<file path="src/rtl/rsq_pkg.sv">
// package: constants, types and commands of the remote status and queue block
//
// Contract
// retained header path kept; cleared at power-up, key reset, leading colon, terminator
// common commands run regardless of the retained path and leave it unchanged
// 64-byte output queue; overflow flags query error and empties it; also power-up, device clear
// on gpib a new message with unread queued bytes empties queue, flags query error
// 256-byte input buffer; full stalls gpib, refuses bytes on serial link
// master summary bit 6 set when any enabled status byte bit is set
// enabled status bit rising sets summary, request bit and service request
// serial poll returns status byte; request bit cleared by that poll
// status query leaves master summary set; only clear-status clears it
// status byte: bit5 common, bit4 message waiting, bits1/0 device summaries
// request mask bit one enables matching status bit, zero masks it
// status bit 5 set when any masked common event flag is set
// common event flags cleared by clear-status, their query, power-up
// common event bit 7 set at power-up or supply recovery; bits 6,1 unused
// common event bit 5 set on command error
// common event bit 4 set on execution error
// common event bit 3 set on device fault
// common event bit 2 set and queue emptied on query errors
// gpib only: common event bit 0 set on operation complete
// status bits 0/1 set when any enabled device event flag is set
// device event flags cleared by clear-status, own query, power-up
// measure flags: bit5 fault, bit1 measure end, bit0 conversion end
// judgement flags: bits5..3 volt, 2..0 resistance, bit6 combined pass
// device clear clears only message waiting; clear-status clears all but it; code also empties input buffer and retained path on device clear
// message waiting bit derived from the queue being non-empty
package rsq_pkg;

	localparam int OQ_DEPTH = 64;
	localparam int OQ_AW = 6;
	localparam int IB_DEPTH = 256;
	localparam int IB_AW = 8;
	localparam int PATH_W = 16;

	// status byte bit positions
	localparam int STB_MEAS = 0;
	localparam int STB_JUDGE = 1;
	localparam int STB_MAV = 4;
	localparam int STB_COMMON = 5;
	localparam int STB_MSS = 6;

	// common event bit positions
	localparam int CE_OPC = 0;
	localparam int CE_QYE = 2;
	localparam int CE_DDE = 3;
	localparam int CE_EXE = 4;
	localparam int CE_CME = 5;
	localparam int CE_PON = 7;

	// device event bit positions
	localparam int ME_CONV = 0;
	localparam int ME_END = 1;
	localparam int ME_FAULT = 5;
	localparam int JE_PASS = 6;

	localparam logic [7:0] COMMON_FLAGS_RST = 8'h80;
	localparam logic [7:0] MASK_RST = 8'h00;
	localparam logic [7:0] JUDGE_USED = 8'h7F;

	typedef enum logic [3:0] {
		RSQ_CMD_NONE = 4'h0,
		RSQ_CMD_WR_SRE = 4'h1,
		RSQ_CMD_WR_ESE = 4'h2,
		RSQ_CMD_WR_ESE0 = 4'h3,
		RSQ_CMD_WR_ESE1 = 4'h4,
		RSQ_CMD_RD_STB = 4'h5,
		RSQ_CMD_RD_SRE = 4'h6,
		RSQ_CMD_RD_ESR = 4'h7,
		RSQ_CMD_RD_ESE = 4'h8,
		RSQ_CMD_RD_MEASURE_EVENT_FLAGS = 4'h9,
		RSQ_CMD_RD_ESE0 = 4'hA,
		RSQ_CMD_RD_JUDGEMENT_EVENT_FLAGS = 4'hB,
		RSQ_CMD_RD_ESE1 = 4'hC,
		RSQ_CMD_CLS = 4'hD,
		RSQ_CMD_DCL = 4'hE
	} rsq_cmd_t;

	typedef struct packed {
		logic power_restored;
		logic cmd_error;
		logic exec_error;
		logic dev_fault;
		logic opc_done;
		logic meas_fault;
		logic meas_end;
		logic conv_end;
		logic [6:0] judge;
	} rsq_events_t;

	typedef struct packed {
		logic key_reset;
		logic colon;
		logic term;
		logic load;
		logic common;
		logic [PATH_W-1:0] value;
	} rsq_path_req_t;

endpackage

</file>
<file path="src/rtl/rsq_top.sv">
// remote status byte, event registers, output queue and input buffer
`timescale 1ns/1ps
module rsq_top (
	input wire logic clk,
	input wire logic reset_n,
	input wire logic gpib_select,
	input wire logic [7:0] in_data,
	input wire logic in_valid,
	output logic in_ready,
	output logic in_refused,
	output logic [7:0] rx_data,
	output logic rx_valid,
	input wire logic rx_ready,
	input wire logic msg_start,
	input wire logic [7:0] resp_data,
	input wire logic resp_push,
	output logic [7:0] tx_data,
	output logic tx_valid,
	input wire logic tx_ready,
	input wire logic tx_read_empty,
	input wire rsq_pkg::rsq_cmd_t cmd,
	input wire logic [7:0] cmd_wdata,
	output logic [7:0] cmd_rdata,
	output logic cmd_rvalid,
	input wire logic poll_req,
	output logic [7:0] poll_data,
	output logic poll_valid,
	output logic service_req,
	input wire rsq_pkg::rsq_events_t events,
	input wire rsq_pkg::rsq_path_req_t path_req,
	output logic path_valid,
	output logic [rsq_pkg::PATH_W-1:0] path_value
);

	typedef struct packed {
		logic gpib_s1;
		logic gpib_s2;
		logic [7:0] request_mask;
		logic [7:0] common_event_mask;
		logic [7:0] measure_event_mask;
		logic [7:0] judgement_event_mask;
		logic [7:0] common_event_flags;
		logic [7:0] measure_event_flags;
		logic [7:0] judgement_event_flags;
		logic master_summary_bit;
		logic srq;
		logic sum_prev;
		logic path_valid;
		logic [rsq_pkg::PATH_W-1:0] path;
		logic [rsq_pkg::OQ_AW-1:0] oq_wp;
		logic [rsq_pkg::OQ_AW-1:0] oq_rp;
		logic [rsq_pkg::OQ_AW:0] oq_cnt;
		logic [1:0][7:0] ob_data;
		logic [1:0] ob_valid;
		logic [rsq_pkg::IB_AW-1:0] ib_wp;
		logic [rsq_pkg::IB_AW-1:0] ib_rp;
		logic [rsq_pkg::IB_AW:0] ib_cnt;
		logic [7:0] rx_data;
		logic rx_valid;
		logic in_ready;
		logic in_refused;
		logic [7:0] rdata;
		logic rvalid;
		logic [7:0] poll;
		logic poll_valid;
	} rsq_state_t;

	localparam logic [rsq_pkg::OQ_AW:0] OQ_FULL = (rsq_pkg::OQ_AW+1)'(rsq_pkg::OQ_DEPTH);
	localparam logic [rsq_pkg::IB_AW:0] IB_FULL = (rsq_pkg::IB_AW+1)'(rsq_pkg::IB_DEPTH);

	rsq_state_t s_r;
	rsq_state_t s_nxt;
	logic [7:0] oq_mem [rsq_pkg::OQ_DEPTH];
	logic [7:0] ib_mem [rsq_pkg::IB_DEPTH];
	logic oq_wr;
	logic ib_wr;
	logic gpib;
	logic message_waiting_bit;
	logic [7:0] stb_base;
	logic summary;
	logic rise;
	logic oq_pop;
	logic ib_pop;
	logic overflow;
	logic query_error_flag;
	logic flush;
	logic cls;
	logic dcl;
	logic [7:0] ce_set;
	logic [7:0] me_set;
	logic [7:0] je_set;

	////////////////////////////////////////////////////////////////////////
	// next state

	always_comb begin
		s_nxt = s_r;
		s_nxt.gpib_s1 = gpib_select;
		s_nxt.gpib_s2 = s_r.gpib_s1;
		gpib = s_r.gpib_s2;
		cls = (cmd == rsq_pkg::RSQ_CMD_CLS);
		dcl = (cmd == rsq_pkg::RSQ_CMD_DCL);

		// status byte assembly
		message_waiting_bit = (s_r.oq_cnt != '0) || s_r.ob_valid[0];
		stb_base = 8'h00;
		stb_base[rsq_pkg::STB_COMMON] = |(s_r.common_event_flags & s_r.common_event_mask);
		stb_base[rsq_pkg::STB_MAV] = message_waiting_bit;
		stb_base[rsq_pkg::STB_JUDGE] = |(s_r.judgement_event_flags & s_r.judgement_event_mask);
		stb_base[rsq_pkg::STB_MEAS] = |(s_r.measure_event_flags & s_r.measure_event_mask);
		summary = |(stb_base & s_r.request_mask);
		rise = summary && !s_r.sum_prev;
		s_nxt.sum_prev = summary;
		s_nxt.master_summary_bit = cls ? 1'b0 : (s_r.master_summary_bit | summary);
		s_nxt.srq = rise | (s_r.srq && !poll_req && !cls);

		// serial poll
		s_nxt.poll_valid = poll_req;
		if (poll_req) begin
			s_nxt.poll = stb_base;
			s_nxt.poll[rsq_pkg::STB_MSS] = s_r.srq;
		end

		// output queue and its two-entry drain buffer
		if (s_r.ob_valid[0] && tx_ready) begin
			s_nxt.ob_data[0] = s_r.ob_data[1];
			s_nxt.ob_valid = {1'b0, s_r.ob_valid[1]};
		end
		oq_pop = (s_r.oq_cnt != '0) && !s_nxt.ob_valid[1];
		if (oq_pop) begin
			if (!s_nxt.ob_valid[0]) begin
				s_nxt.ob_data[0] = oq_mem[s_r.oq_rp];
				s_nxt.ob_valid[0] = 1'b1;
			end else begin
				s_nxt.ob_data[1] = oq_mem[s_r.oq_rp];
				s_nxt.ob_valid[1] = 1'b1;
			end
			s_nxt.oq_rp = s_r.oq_rp + 1'b1;
		end
		overflow = resp_push && (s_r.oq_cnt == OQ_FULL) && !oq_pop;
		oq_wr = resp_push && !overflow;
		if (oq_wr) begin
			s_nxt.oq_wp = s_r.oq_wp + 1'b1;
		end
		s_nxt.oq_cnt = s_r.oq_cnt + (rsq_pkg::OQ_AW+1)'(oq_wr) - (rsq_pkg::OQ_AW+1)'(oq_pop);
		query_error_flag = overflow || (gpib && msg_start && message_waiting_bit) || (gpib && tx_read_empty);
		flush = query_error_flag || dcl;
		if (flush) begin
			s_nxt.oq_wp = '0;
			s_nxt.oq_rp = '0;
			s_nxt.oq_cnt = '0;
			s_nxt.ob_valid = 2'b00;
		end

		// input buffer
		ib_wr = in_valid && s_r.in_ready;
		s_nxt.in_refused = in_valid && !s_r.in_ready && !gpib;
		if (s_r.rx_valid && rx_ready) begin
			s_nxt.rx_valid = 1'b0;
		end
		ib_pop = (s_r.ib_cnt != '0) && !s_nxt.rx_valid;
		if (ib_pop) begin
			s_nxt.rx_data = ib_mem[s_r.ib_rp];
			s_nxt.rx_valid = 1'b1;
			s_nxt.ib_rp = s_r.ib_rp + 1'b1;
		end
		if (ib_wr) begin
			s_nxt.ib_wp = s_r.ib_wp + 1'b1;
		end
		s_nxt.ib_cnt = s_r.ib_cnt + (rsq_pkg::IB_AW+1)'(ib_wr) - (rsq_pkg::IB_AW+1)'(ib_pop);
		if (dcl) begin
			s_nxt.ib_wp = '0;
			s_nxt.ib_rp = '0;
			s_nxt.ib_cnt = '0;
			s_nxt.rx_valid = 1'b0;
		end
		s_nxt.in_ready = (s_nxt.ib_cnt != IB_FULL);

		// retained header path
		if (path_req.key_reset || path_req.colon || path_req.term || dcl) begin
			s_nxt.path_valid = 1'b0;
		end else if (path_req.load && !path_req.common) begin
			s_nxt.path_valid = 1'b1;
			s_nxt.path = path_req.value;
		end

		// event sources
		ce_set = 8'h00;
		ce_set[rsq_pkg::CE_PON] = events.power_restored;
		ce_set[rsq_pkg::CE_CME] = events.cmd_error;
		ce_set[rsq_pkg::CE_EXE] = events.exec_error;
		ce_set[rsq_pkg::CE_DDE] = events.dev_fault;
		ce_set[rsq_pkg::CE_QYE] = query_error_flag;
		ce_set[rsq_pkg::CE_OPC] = events.opc_done && gpib;
		me_set = 8'h00;
		me_set[rsq_pkg::ME_FAULT] = events.meas_fault;
		me_set[rsq_pkg::ME_END] = events.meas_end;
		me_set[rsq_pkg::ME_CONV] = events.conv_end;
		je_set = {1'b0, events.judge} & rsq_pkg::JUDGE_USED;

		// command port: reads answer next cycle, flag reads clear
		s_nxt.rvalid = 1'b0;
		case (cmd)
			rsq_pkg::RSQ_CMD_WR_SRE: s_nxt.request_mask = cmd_wdata;
			rsq_pkg::RSQ_CMD_WR_ESE: s_nxt.common_event_mask = cmd_wdata;
			rsq_pkg::RSQ_CMD_WR_ESE0: s_nxt.measure_event_mask = cmd_wdata;
			rsq_pkg::RSQ_CMD_WR_ESE1: s_nxt.judgement_event_mask = cmd_wdata;
			rsq_pkg::RSQ_CMD_RD_STB: begin
				s_nxt.rdata = stb_base;
				s_nxt.rdata[rsq_pkg::STB_MSS] = s_r.master_summary_bit;
				s_nxt.rvalid = 1'b1;
			end
			rsq_pkg::RSQ_CMD_RD_SRE: begin
				s_nxt.rdata = s_r.request_mask;
				s_nxt.rvalid = 1'b1;
			end
			rsq_pkg::RSQ_CMD_RD_ESR: begin
				s_nxt.rdata = s_r.common_event_flags;
				s_nxt.rvalid = 1'b1;
				s_nxt.common_event_flags = 8'h00;
			end
			rsq_pkg::RSQ_CMD_RD_ESE: begin
				s_nxt.rdata = s_r.common_event_mask;
				s_nxt.rvalid = 1'b1;
			end
			rsq_pkg::RSQ_CMD_RD_MEASURE_EVENT_FLAGS: begin
				s_nxt.rdata = s_r.measure_event_flags;
				s_nxt.rvalid = 1'b1;
				s_nxt.measure_event_flags = 8'h00;
			end
			rsq_pkg::RSQ_CMD_RD_ESE0: begin
				s_nxt.rdata = s_r.measure_event_mask;
				s_nxt.rvalid = 1'b1;
			end
			rsq_pkg::RSQ_CMD_RD_JUDGEMENT_EVENT_FLAGS: begin
				s_nxt.rdata = s_r.judgement_event_flags;
				s_nxt.rvalid = 1'b1;
				s_nxt.judgement_event_flags = 8'h00;
			end
			rsq_pkg::RSQ_CMD_RD_ESE1: begin
				s_nxt.rdata = s_r.judgement_event_mask;
				s_nxt.rvalid = 1'b1;
			end
			rsq_pkg::RSQ_CMD_CLS: begin
				s_nxt.common_event_flags = 8'h00;
				s_nxt.measure_event_flags = 8'h00;
				s_nxt.judgement_event_flags = 8'h00;
			end
			default: begin
			end
		endcase

		// a set arriving with a clear wins
		s_nxt.common_event_flags = s_nxt.common_event_flags | ce_set;
		s_nxt.measure_event_flags = s_nxt.measure_event_flags | me_set;
		s_nxt.judgement_event_flags = s_nxt.judgement_event_flags | je_set;
	end

	////////////////////////////////////////////////////////////////////////
	// registers and memories

	always_ff @(posedge clk or negedge reset_n) begin
		if (!reset_n) begin
			s_r <= '0;
			s_r.common_event_flags <= rsq_pkg::COMMON_FLAGS_RST;
			s_r.request_mask <= rsq_pkg::MASK_RST;
			s_r.common_event_mask <= rsq_pkg::MASK_RST;
			s_r.measure_event_mask <= rsq_pkg::MASK_RST;
			s_r.judgement_event_mask <= rsq_pkg::MASK_RST;
		end else begin
			s_r <= s_nxt;
		end
	end

	always_ff @(posedge clk) begin
		if (oq_wr) begin
			oq_mem[s_r.oq_wp] <= resp_data;
		end
		if (ib_wr) begin
			ib_mem[s_r.ib_wp] <= in_data;
		end
	end

	assign in_ready = s_r.in_ready;
	assign in_refused = s_r.in_refused;
	assign rx_data = s_r.rx_data;
	assign rx_valid = s_r.rx_valid;
	assign tx_data = s_r.ob_data[0];
	assign tx_valid = s_r.ob_valid[0];
	assign cmd_rdata = s_r.rdata;
	assign cmd_rvalid = s_r.rvalid;
	assign poll_data = s_r.poll;
	assign poll_valid = s_r.poll_valid;
	assign service_req = s_r.srq;
	assign path_valid = s_r.path_valid;
	assign path_value = s_r.path;
endmodule

</file>
<file path="config.mk">
export PLATFORM = sky130hd
export DESIGN_NAME = rsq_top
export DESIGN_NICKNAME = d
export VERILOG_FILES = /design/src/rtl/rsq_pkg.sv /design/src/rtl/rsq_top.sv
export SDC_FILE = /design/constraint.sdc
export NUM_CORES = 2
export LEC_CHECK = 0
export ABC_AREA = 0
export BUFFER_PORTS_ARGS = -buffer_cell sky130_fd_sc_hd__buf_2
export CORE_UTILIZATION = 50
export DETAILED_ROUTE_END_ITERATION = 10
export PLACE_DENSITY = 0.78
export RECOVER_POWER = 25
export REMOVE_ABC_BUFFERS = 1
export SLEW_MARGIN = 40
export SYNTH_ARGS = -nofsm -noshare
export SYNTH_HDL_FRONTEND = slang
export SYNTH_SLANG_ARGS = --single-unit
</file>
<file path="constraint.sdc">
create_clock -name clk -period 5.5 [get_ports clk]
set_input_delay 1.1 -clock clk [delete_from_list [all_inputs] [get_ports clk]]
set_output_delay 1.1 -clock clk [all_outputs]
set_load 0.05 [all_outputs]
</file>
# Yosys cells after proc, flatten, opt, wreduce, memory -nomap -nowiden
# Memories as Yosys holds them, arrays and structs flattened. A register that Yosys moved wholly into a read port is not among the register bits.
# Cells that the tools add are included.
op_classes:
  addsub: 8
  eq_ne: 16
  mux: 25
  bitwise: 10
  n_reduce_logical: 53
op_table:
  columns: ["op", "n"]
  rows:
  - ["9-bit one-hot mux with 8 select lines", 1]
  - ["8-bit two-way mux", 6]
  - ["8-bit OR reduction", 4]
  - ["4-bit == test (second input constant)", 7]
  - ["25-bit two-way mux", 1]
  - ["8-bit bitwise AND", 3]
  - ["10-bit two-way mux", 2]
  - ["19-bit two-way mux", 1]
  - ["1-bit logical AND", 18]
  - ["17-bit two-way mux", 1]
  - ["8-bit by 1-bit adder with 8-bit output (second input constant)", 2]
  - ["4-bit by 3-bit == test with 1-bit output (second input constant)", 4]
  - ["6-bit by 1-bit adder with 6-bit output (second input constant)", 2]
  - ["6-bit two-way mux", 2]
  - ["1-bit zero test", 11]
  - ["1-bit two-way mux", 10]
  - ["2-bit nonzero test", 5]
  - ["9-bit by 1-bit adder with 9-bit output", 1]
  - ["9-bit inequality test (second input constant)", 1]
  - ["9-bit nonzero test", 1]
  - ["9-bit by 1-bit subtractor with 9-bit output", 1]
  - ["6-bit by 8-bit bitwise AND with 8-bit output", 1]
  - ["4-bit by 2-bit == test with 1-bit output (second input constant)", 2]
  - ["8-bit by 6-bit OR with 8-bit output", 1]
  - ["other kinds (14)", 24]
totals:
  register_bits: 158
  ram_bits: 2560
  in_bits: 74
  output_inout_bits: 56
  word_cells: 144
  memories: 2
mem_list:
  columns: ["name", "depth", "width", "rd", "rd_clocked_by_memory_dff", "write_ports", "line", "rtl"]
  rows:
  - ["ib_mem", 256, 8, 1, 1, 1, "rsq_top.sv:74", "logic [7:0] ib_mem [rsq_pkg::IB_DEPTH];"]
  - ["oq_mem", 64, 8, 1, 0, 1, "rsq_top.sv:73", "logic [7:0] oq_mem [rsq_pkg::OQ_DEPTH];"]

# Depth between registers and ports, before layout
logic_depth:
  ltp_word: 11
  mapped_depth: 18

# Least setup slack after synthesis
# No wires, ideal clock.
synth_timing:
  path_kind: "input -> register"
  from: "input rx_ready"
  to: "register s_r, in the netlist in_ready"
  setup_ns: 0.134
  arrival_ns: 3.462
  slack_ns: 1.905
  path_stages: 15
  n_path_buf: 0
  cell_sequence: "nand2b_1 o31ai_1 inv_1 ha_1 inv_1 ha_1 fa_1 a21oi_1 o21bai_1 a21oi_1 o21bai_1 xnor2_1 nor2_1 nor4_1 nand4_1"
synth_lines:
  columns: ["element", "line", "rtl"]
  rows:
  - ["start, declared", "rsq_top.sv:13", "input wire logic rx_ready,"]
  - ["end signal, assigned", "rsq_top.sv:271", "s_r <= s_nxt;"]
  - ["end, declared", "rsq_top.sv:71", "rsq_state_t s_r;"]

# Final worst setup path
layout_timing:
  from: "input in_data[6]"
  to: "memory ib_mem[245][6] (data pin)"
layout_lines:
  columns: ["element", "line", "rtl"]
  rows:
  - ["start, declared", "rsq_top.sv:7", "input wire logic [7:0] in_data,"]
  - ["end, declared", "rsq_top.sv:74", null]
# No word-level cell before the write port.

==> flow_metrics.tcl <==
set metrics [dict create \
    failed_checks "capacitance limit, slew limit" \
    placed_area_sq_um 111000 \
    p_sw_share_pct 30.5 \
    grt_max_degree 146 \
    place_ws_ps 1160 \
    hold_buffers 0 \
    cts_sinks 2718 \
    cts-htree-levels 5 \
    final_cell_count_no_fill 8739 \
    cp.depth 3 \
    clockPowerShare_pct 32.0 \
    grt_pass1_vias 56300 \
    required_ps 6070 \
    slew_violations 1317 \
    synth_cell_types 61 \
    end_kind "flop" \
    cts_root_buffer "clkbuf_16" \
    cp_cell_sequence "clkbuf_1 -> clkbuf_2 -> buf_4" \
    clockBufferDepth 4 \
    vias 55800 \
    pin_count 130 \
    fin_tns_setup_ps 0 \
    cts_tree "done" \
    ys.flop_type "edfxtp_1" \
    synthArstFlopShare_pct 5.81 \
    ir_worst_vdd_mv 0.471 \
    dp.cells 8233 \
    r2r_setup_slack_ps 1620 \
    numCtsBuffers 288 \
    power_frac_comb_pct 26.4 \
    seqPwrFrac_pct 41.6 \
    finClkSkew_ps 100 \
    synth.cell_area_sq_um 107000 \
    path_buf_inv 3 \
    critPathLaunch "in_data[6]" \
    drt_iter0_markers 7112 \
    crit_slowest_cell "clkbuf_2" \
    critPathKind "input port to flop" \
    wl_per_cell_um 29.2 \
    synth-edff-count 2560 \
    reg2reg_depth 6 \
    cap_viol_max_count 20 \
    cts.clk_slew.worst_paths_ps 60 \
    cp-endpoint "ib_mem[245][6]" \
    cts-resized-gates 0 \
    design_area_sq_um 120000 \
    overflow 0 \
    port_buffers 126 \
    drt_wl_total_um 256000 \
    crit-reg2reg-launch "tx_valid" \
    dieHeight_um 465 \
    synth_seq_area_share_pct 75.5 \
    grt_usage_pct 23.5 \
    area_delta_synth_final_pct 11.7 \
    syn_inst 5562 \
    p_per_area_nw_per_um2 478 \
    dr.pass1.iters 7 \
    power.switching_mw 17.4 \
    startpoint_type "input port" \
    postCtsSetupBuffers 0 \
    fillCellCount 15100 \
    totalPowerFinal_mw 57.1 \
    synth_top_area_share_pct 71.8 \
    synth.area.top_cells "edfxtp_1 (72%), mux4_2 (10%), mux2i_1 (4.2%)" \
    dp_hpwl_um 148000 \
    maxClockFrequency_mhz 222 \
    p_int_mw 39.6 \
    ant_nets 0 \
    viasPerCell 6.39 \
    max_slew.worst_pin.slew_ps 3630 \
    fp.dieW_um 465 \
    hold-worst-slack_ps 271 \
    arrival_ps 5080 \
    post-route-period-util_pct 82.0 \
    critical_path.max_stage_delay_ps 1710 \
    gp_congestion 0.854 \
    seq_area_sq_um 80900 \
    p_leak_nw 38.4 \
    finalCoreUtilization_pct 56.3 \
    rsz0062_at_grt "false" \
    hold_viol 0 \
    status "complete, but fails checks" \
    grt_pass1_wl_um 376000 \
    hold_class "input port to flop" \
    setup-violations-final 0 \
    finalWorstSetupSlack_ps 988 \
    avgSynthCellArea_sq_um 19.2 \
    fp.dieArea_sq_um 216000 \
    ys_ff_latch 2718 \
    rr_endpoint "oq_mem[38][7]" \
    fin_nets 5811 \
    drc_errors 0 \
    yosysWarningCount 0 \
    initial_core_util_pct 50.4 \
    final_layout_size_suffix_gt1_share_pct 20.6 \
    insertion_delay_ps 940 \
    yosys.area.top_type "edfxtp_1" \
    grt_antenna_before_repair 6 \
    multi_input_area_sq_um 24500 \
    period_minus_slack_ps 4510 \
    path_max_fanout 83 \
    coreArea_sq_um 212000 \
    max_slew_margin_pct -142 \
    rows 169 \
    crit_family "buffers and inverters" \
]
[layer usage]
layer | global-route usage, % | wire [um] | vias up
li1 | - | - | 23000
met1 | 31.6 | 94000 | 28700
met2 | 37.4 | 124000 | 3483
met3 | 4.77 | 26400 | 615
met4 | 10.4 | 11300 | 4
met5 | 0 | 23 | -
[flip-flops by register name (all words and copies together) (netlist names)]
name,cells
poll_valid,1
in_refused,1
ib_mem,2048
oq_mem,512
tx_data,8
path_value,16
rx_data,8
tx_valid,1
gpib,1
s_r,103
poll_data,5
in_ready,1
rx_valid,1
path_valid,1
cmd_rdata,8
service_req,1
s_nxt,1
cmd_rvalid,1
[synthesized netlist by cell type, drive strengths merged, types with 6 or more instances]
cell type	instances
mux4	477
ha	27
a21oi	143
mux2	64
xnor2	23
nand2	114
xor2	17
a31oi	14
edfxtp	2560
buf	185
and3	8
inv	33
nor2	422
nand4	20
dfrtp	157
o41ai	7
o21ai	67
nor2b	15
a22oi	15
o221ai	204
nand3b	6
nand2b	13
nor4	10
a21o	23
a211oi	23
o22ai	114
a2111oi	10
o21bai	7
nand3	39
clkbuf	194
or3	15
mux2i	444
nor3	47
[how the worst min path moves through the flow]
stage	from	endpoint	slack, ps	depth (start not counted)
detailed placement	s_nxt[167]	gpib	340	0
global placement	s_nxt[167]	gpib	340	0
CTS	reset_n	s_r[75]	100	1
finish	gpib_select	s_nxt[167]	270	1
floorplan	s_nxt[167]	gpib	330	0
global route	gpib_select	s_nxt[167]	230	1
[worst register-to-register path, delay by kind of cell (launching register included)]
| kind | cells | cell delay [ps] |
|---|---|---|
| AND/OR/NAND/NOR | 6 | 2910 |
| flip-flops | 1 | 530 |
[power by group through the flow]
stage                     Sequential, mW  Combinational, mW  Clock [mW]
after floorplan                     25.0               8.18           0
after global placement              24.2               14.5           0
after detailed placement            24.2               14.8           0
after CTS                           23.7               14.9        18.4
after global routing                23.8               15.8        19.2
final                               23.8               15.0        18.3
[layout by cell type, fill, tap and decap left out, drive strengths merged, types with 4 or more instances in the layout]
cell | netlist | routed
nand3b | 6 | 6
bufinv | 0 | 12
xnor2 | 23 | 23
o22ai | 114 | 114
ha | 27 | 27
mux4 | 477 | 477
diode | 0 | 5
nand4 | 20 | 20
clkbuf | 194 | 383
a22oi | 15 | 15
inv | 33 | 40
a21o | 23 | 23
o221ai | 204 | 204
a211oi | 23 | 23
and3 | 8 | 8
o211ai | 5 | 5
dfrtp | 157 | 157
buf | 185 | 212
or3 | 15 | 15
nor3 | 47 | 47
a31oi | 14 | 14
o21bai | 7 | 7
nor2 | 422 | 422
nand3 | 39 | 39
nand2 | 114 | 114
xor2 | 17 | 17
mux2 | 64 | 64
nand2b | 13 | 13
nor4 | 10 | 10
and2 | 4 | 4
o21ai | 67 | 67
nor2b | 15 | 15
mux2i | 444 | 444
clkinv | 0 | 109
o41ai | 7 | 7
a21oi | 143 | 143
edfxtp | 2560 | 2560
a2111oi | 10 | 10
clkinvlp | 0 | 5
[kinds of logic (layout without fill, tap and decap cells)]
group	count (synthesis)	count (layout)	synth area share [%]
and+or+nand+nor	722	722	2.88
other	1	8	0.00350
DFF	2718	2718	75.5
AOI/OAI and AO/OA	655	655	4.24
xor gates and xnor gates	40	40	0.327
muxes	985	985	14.9
buffers and inverters	412	761	1.78
adders and majority gates	29	29	0.353
[cell type report]
| class | count | share of cell area (%) |
|---|---|---|
| antenna | 5 | 0.0105 |
| clock buffer | 362 | 6.49 |
| clock inverter | 133 | 0.830 |
| inverter | 33 | 0.112 |
| multi-input combinational | 2434 | 20.5 |
| sequential | 2718 | 67.7 |
| tap | 2821 | 2.95 |
| timing repair buffer | 233 | 1.48 |
No activity file was read; power rests on OpenSTA's default activity.
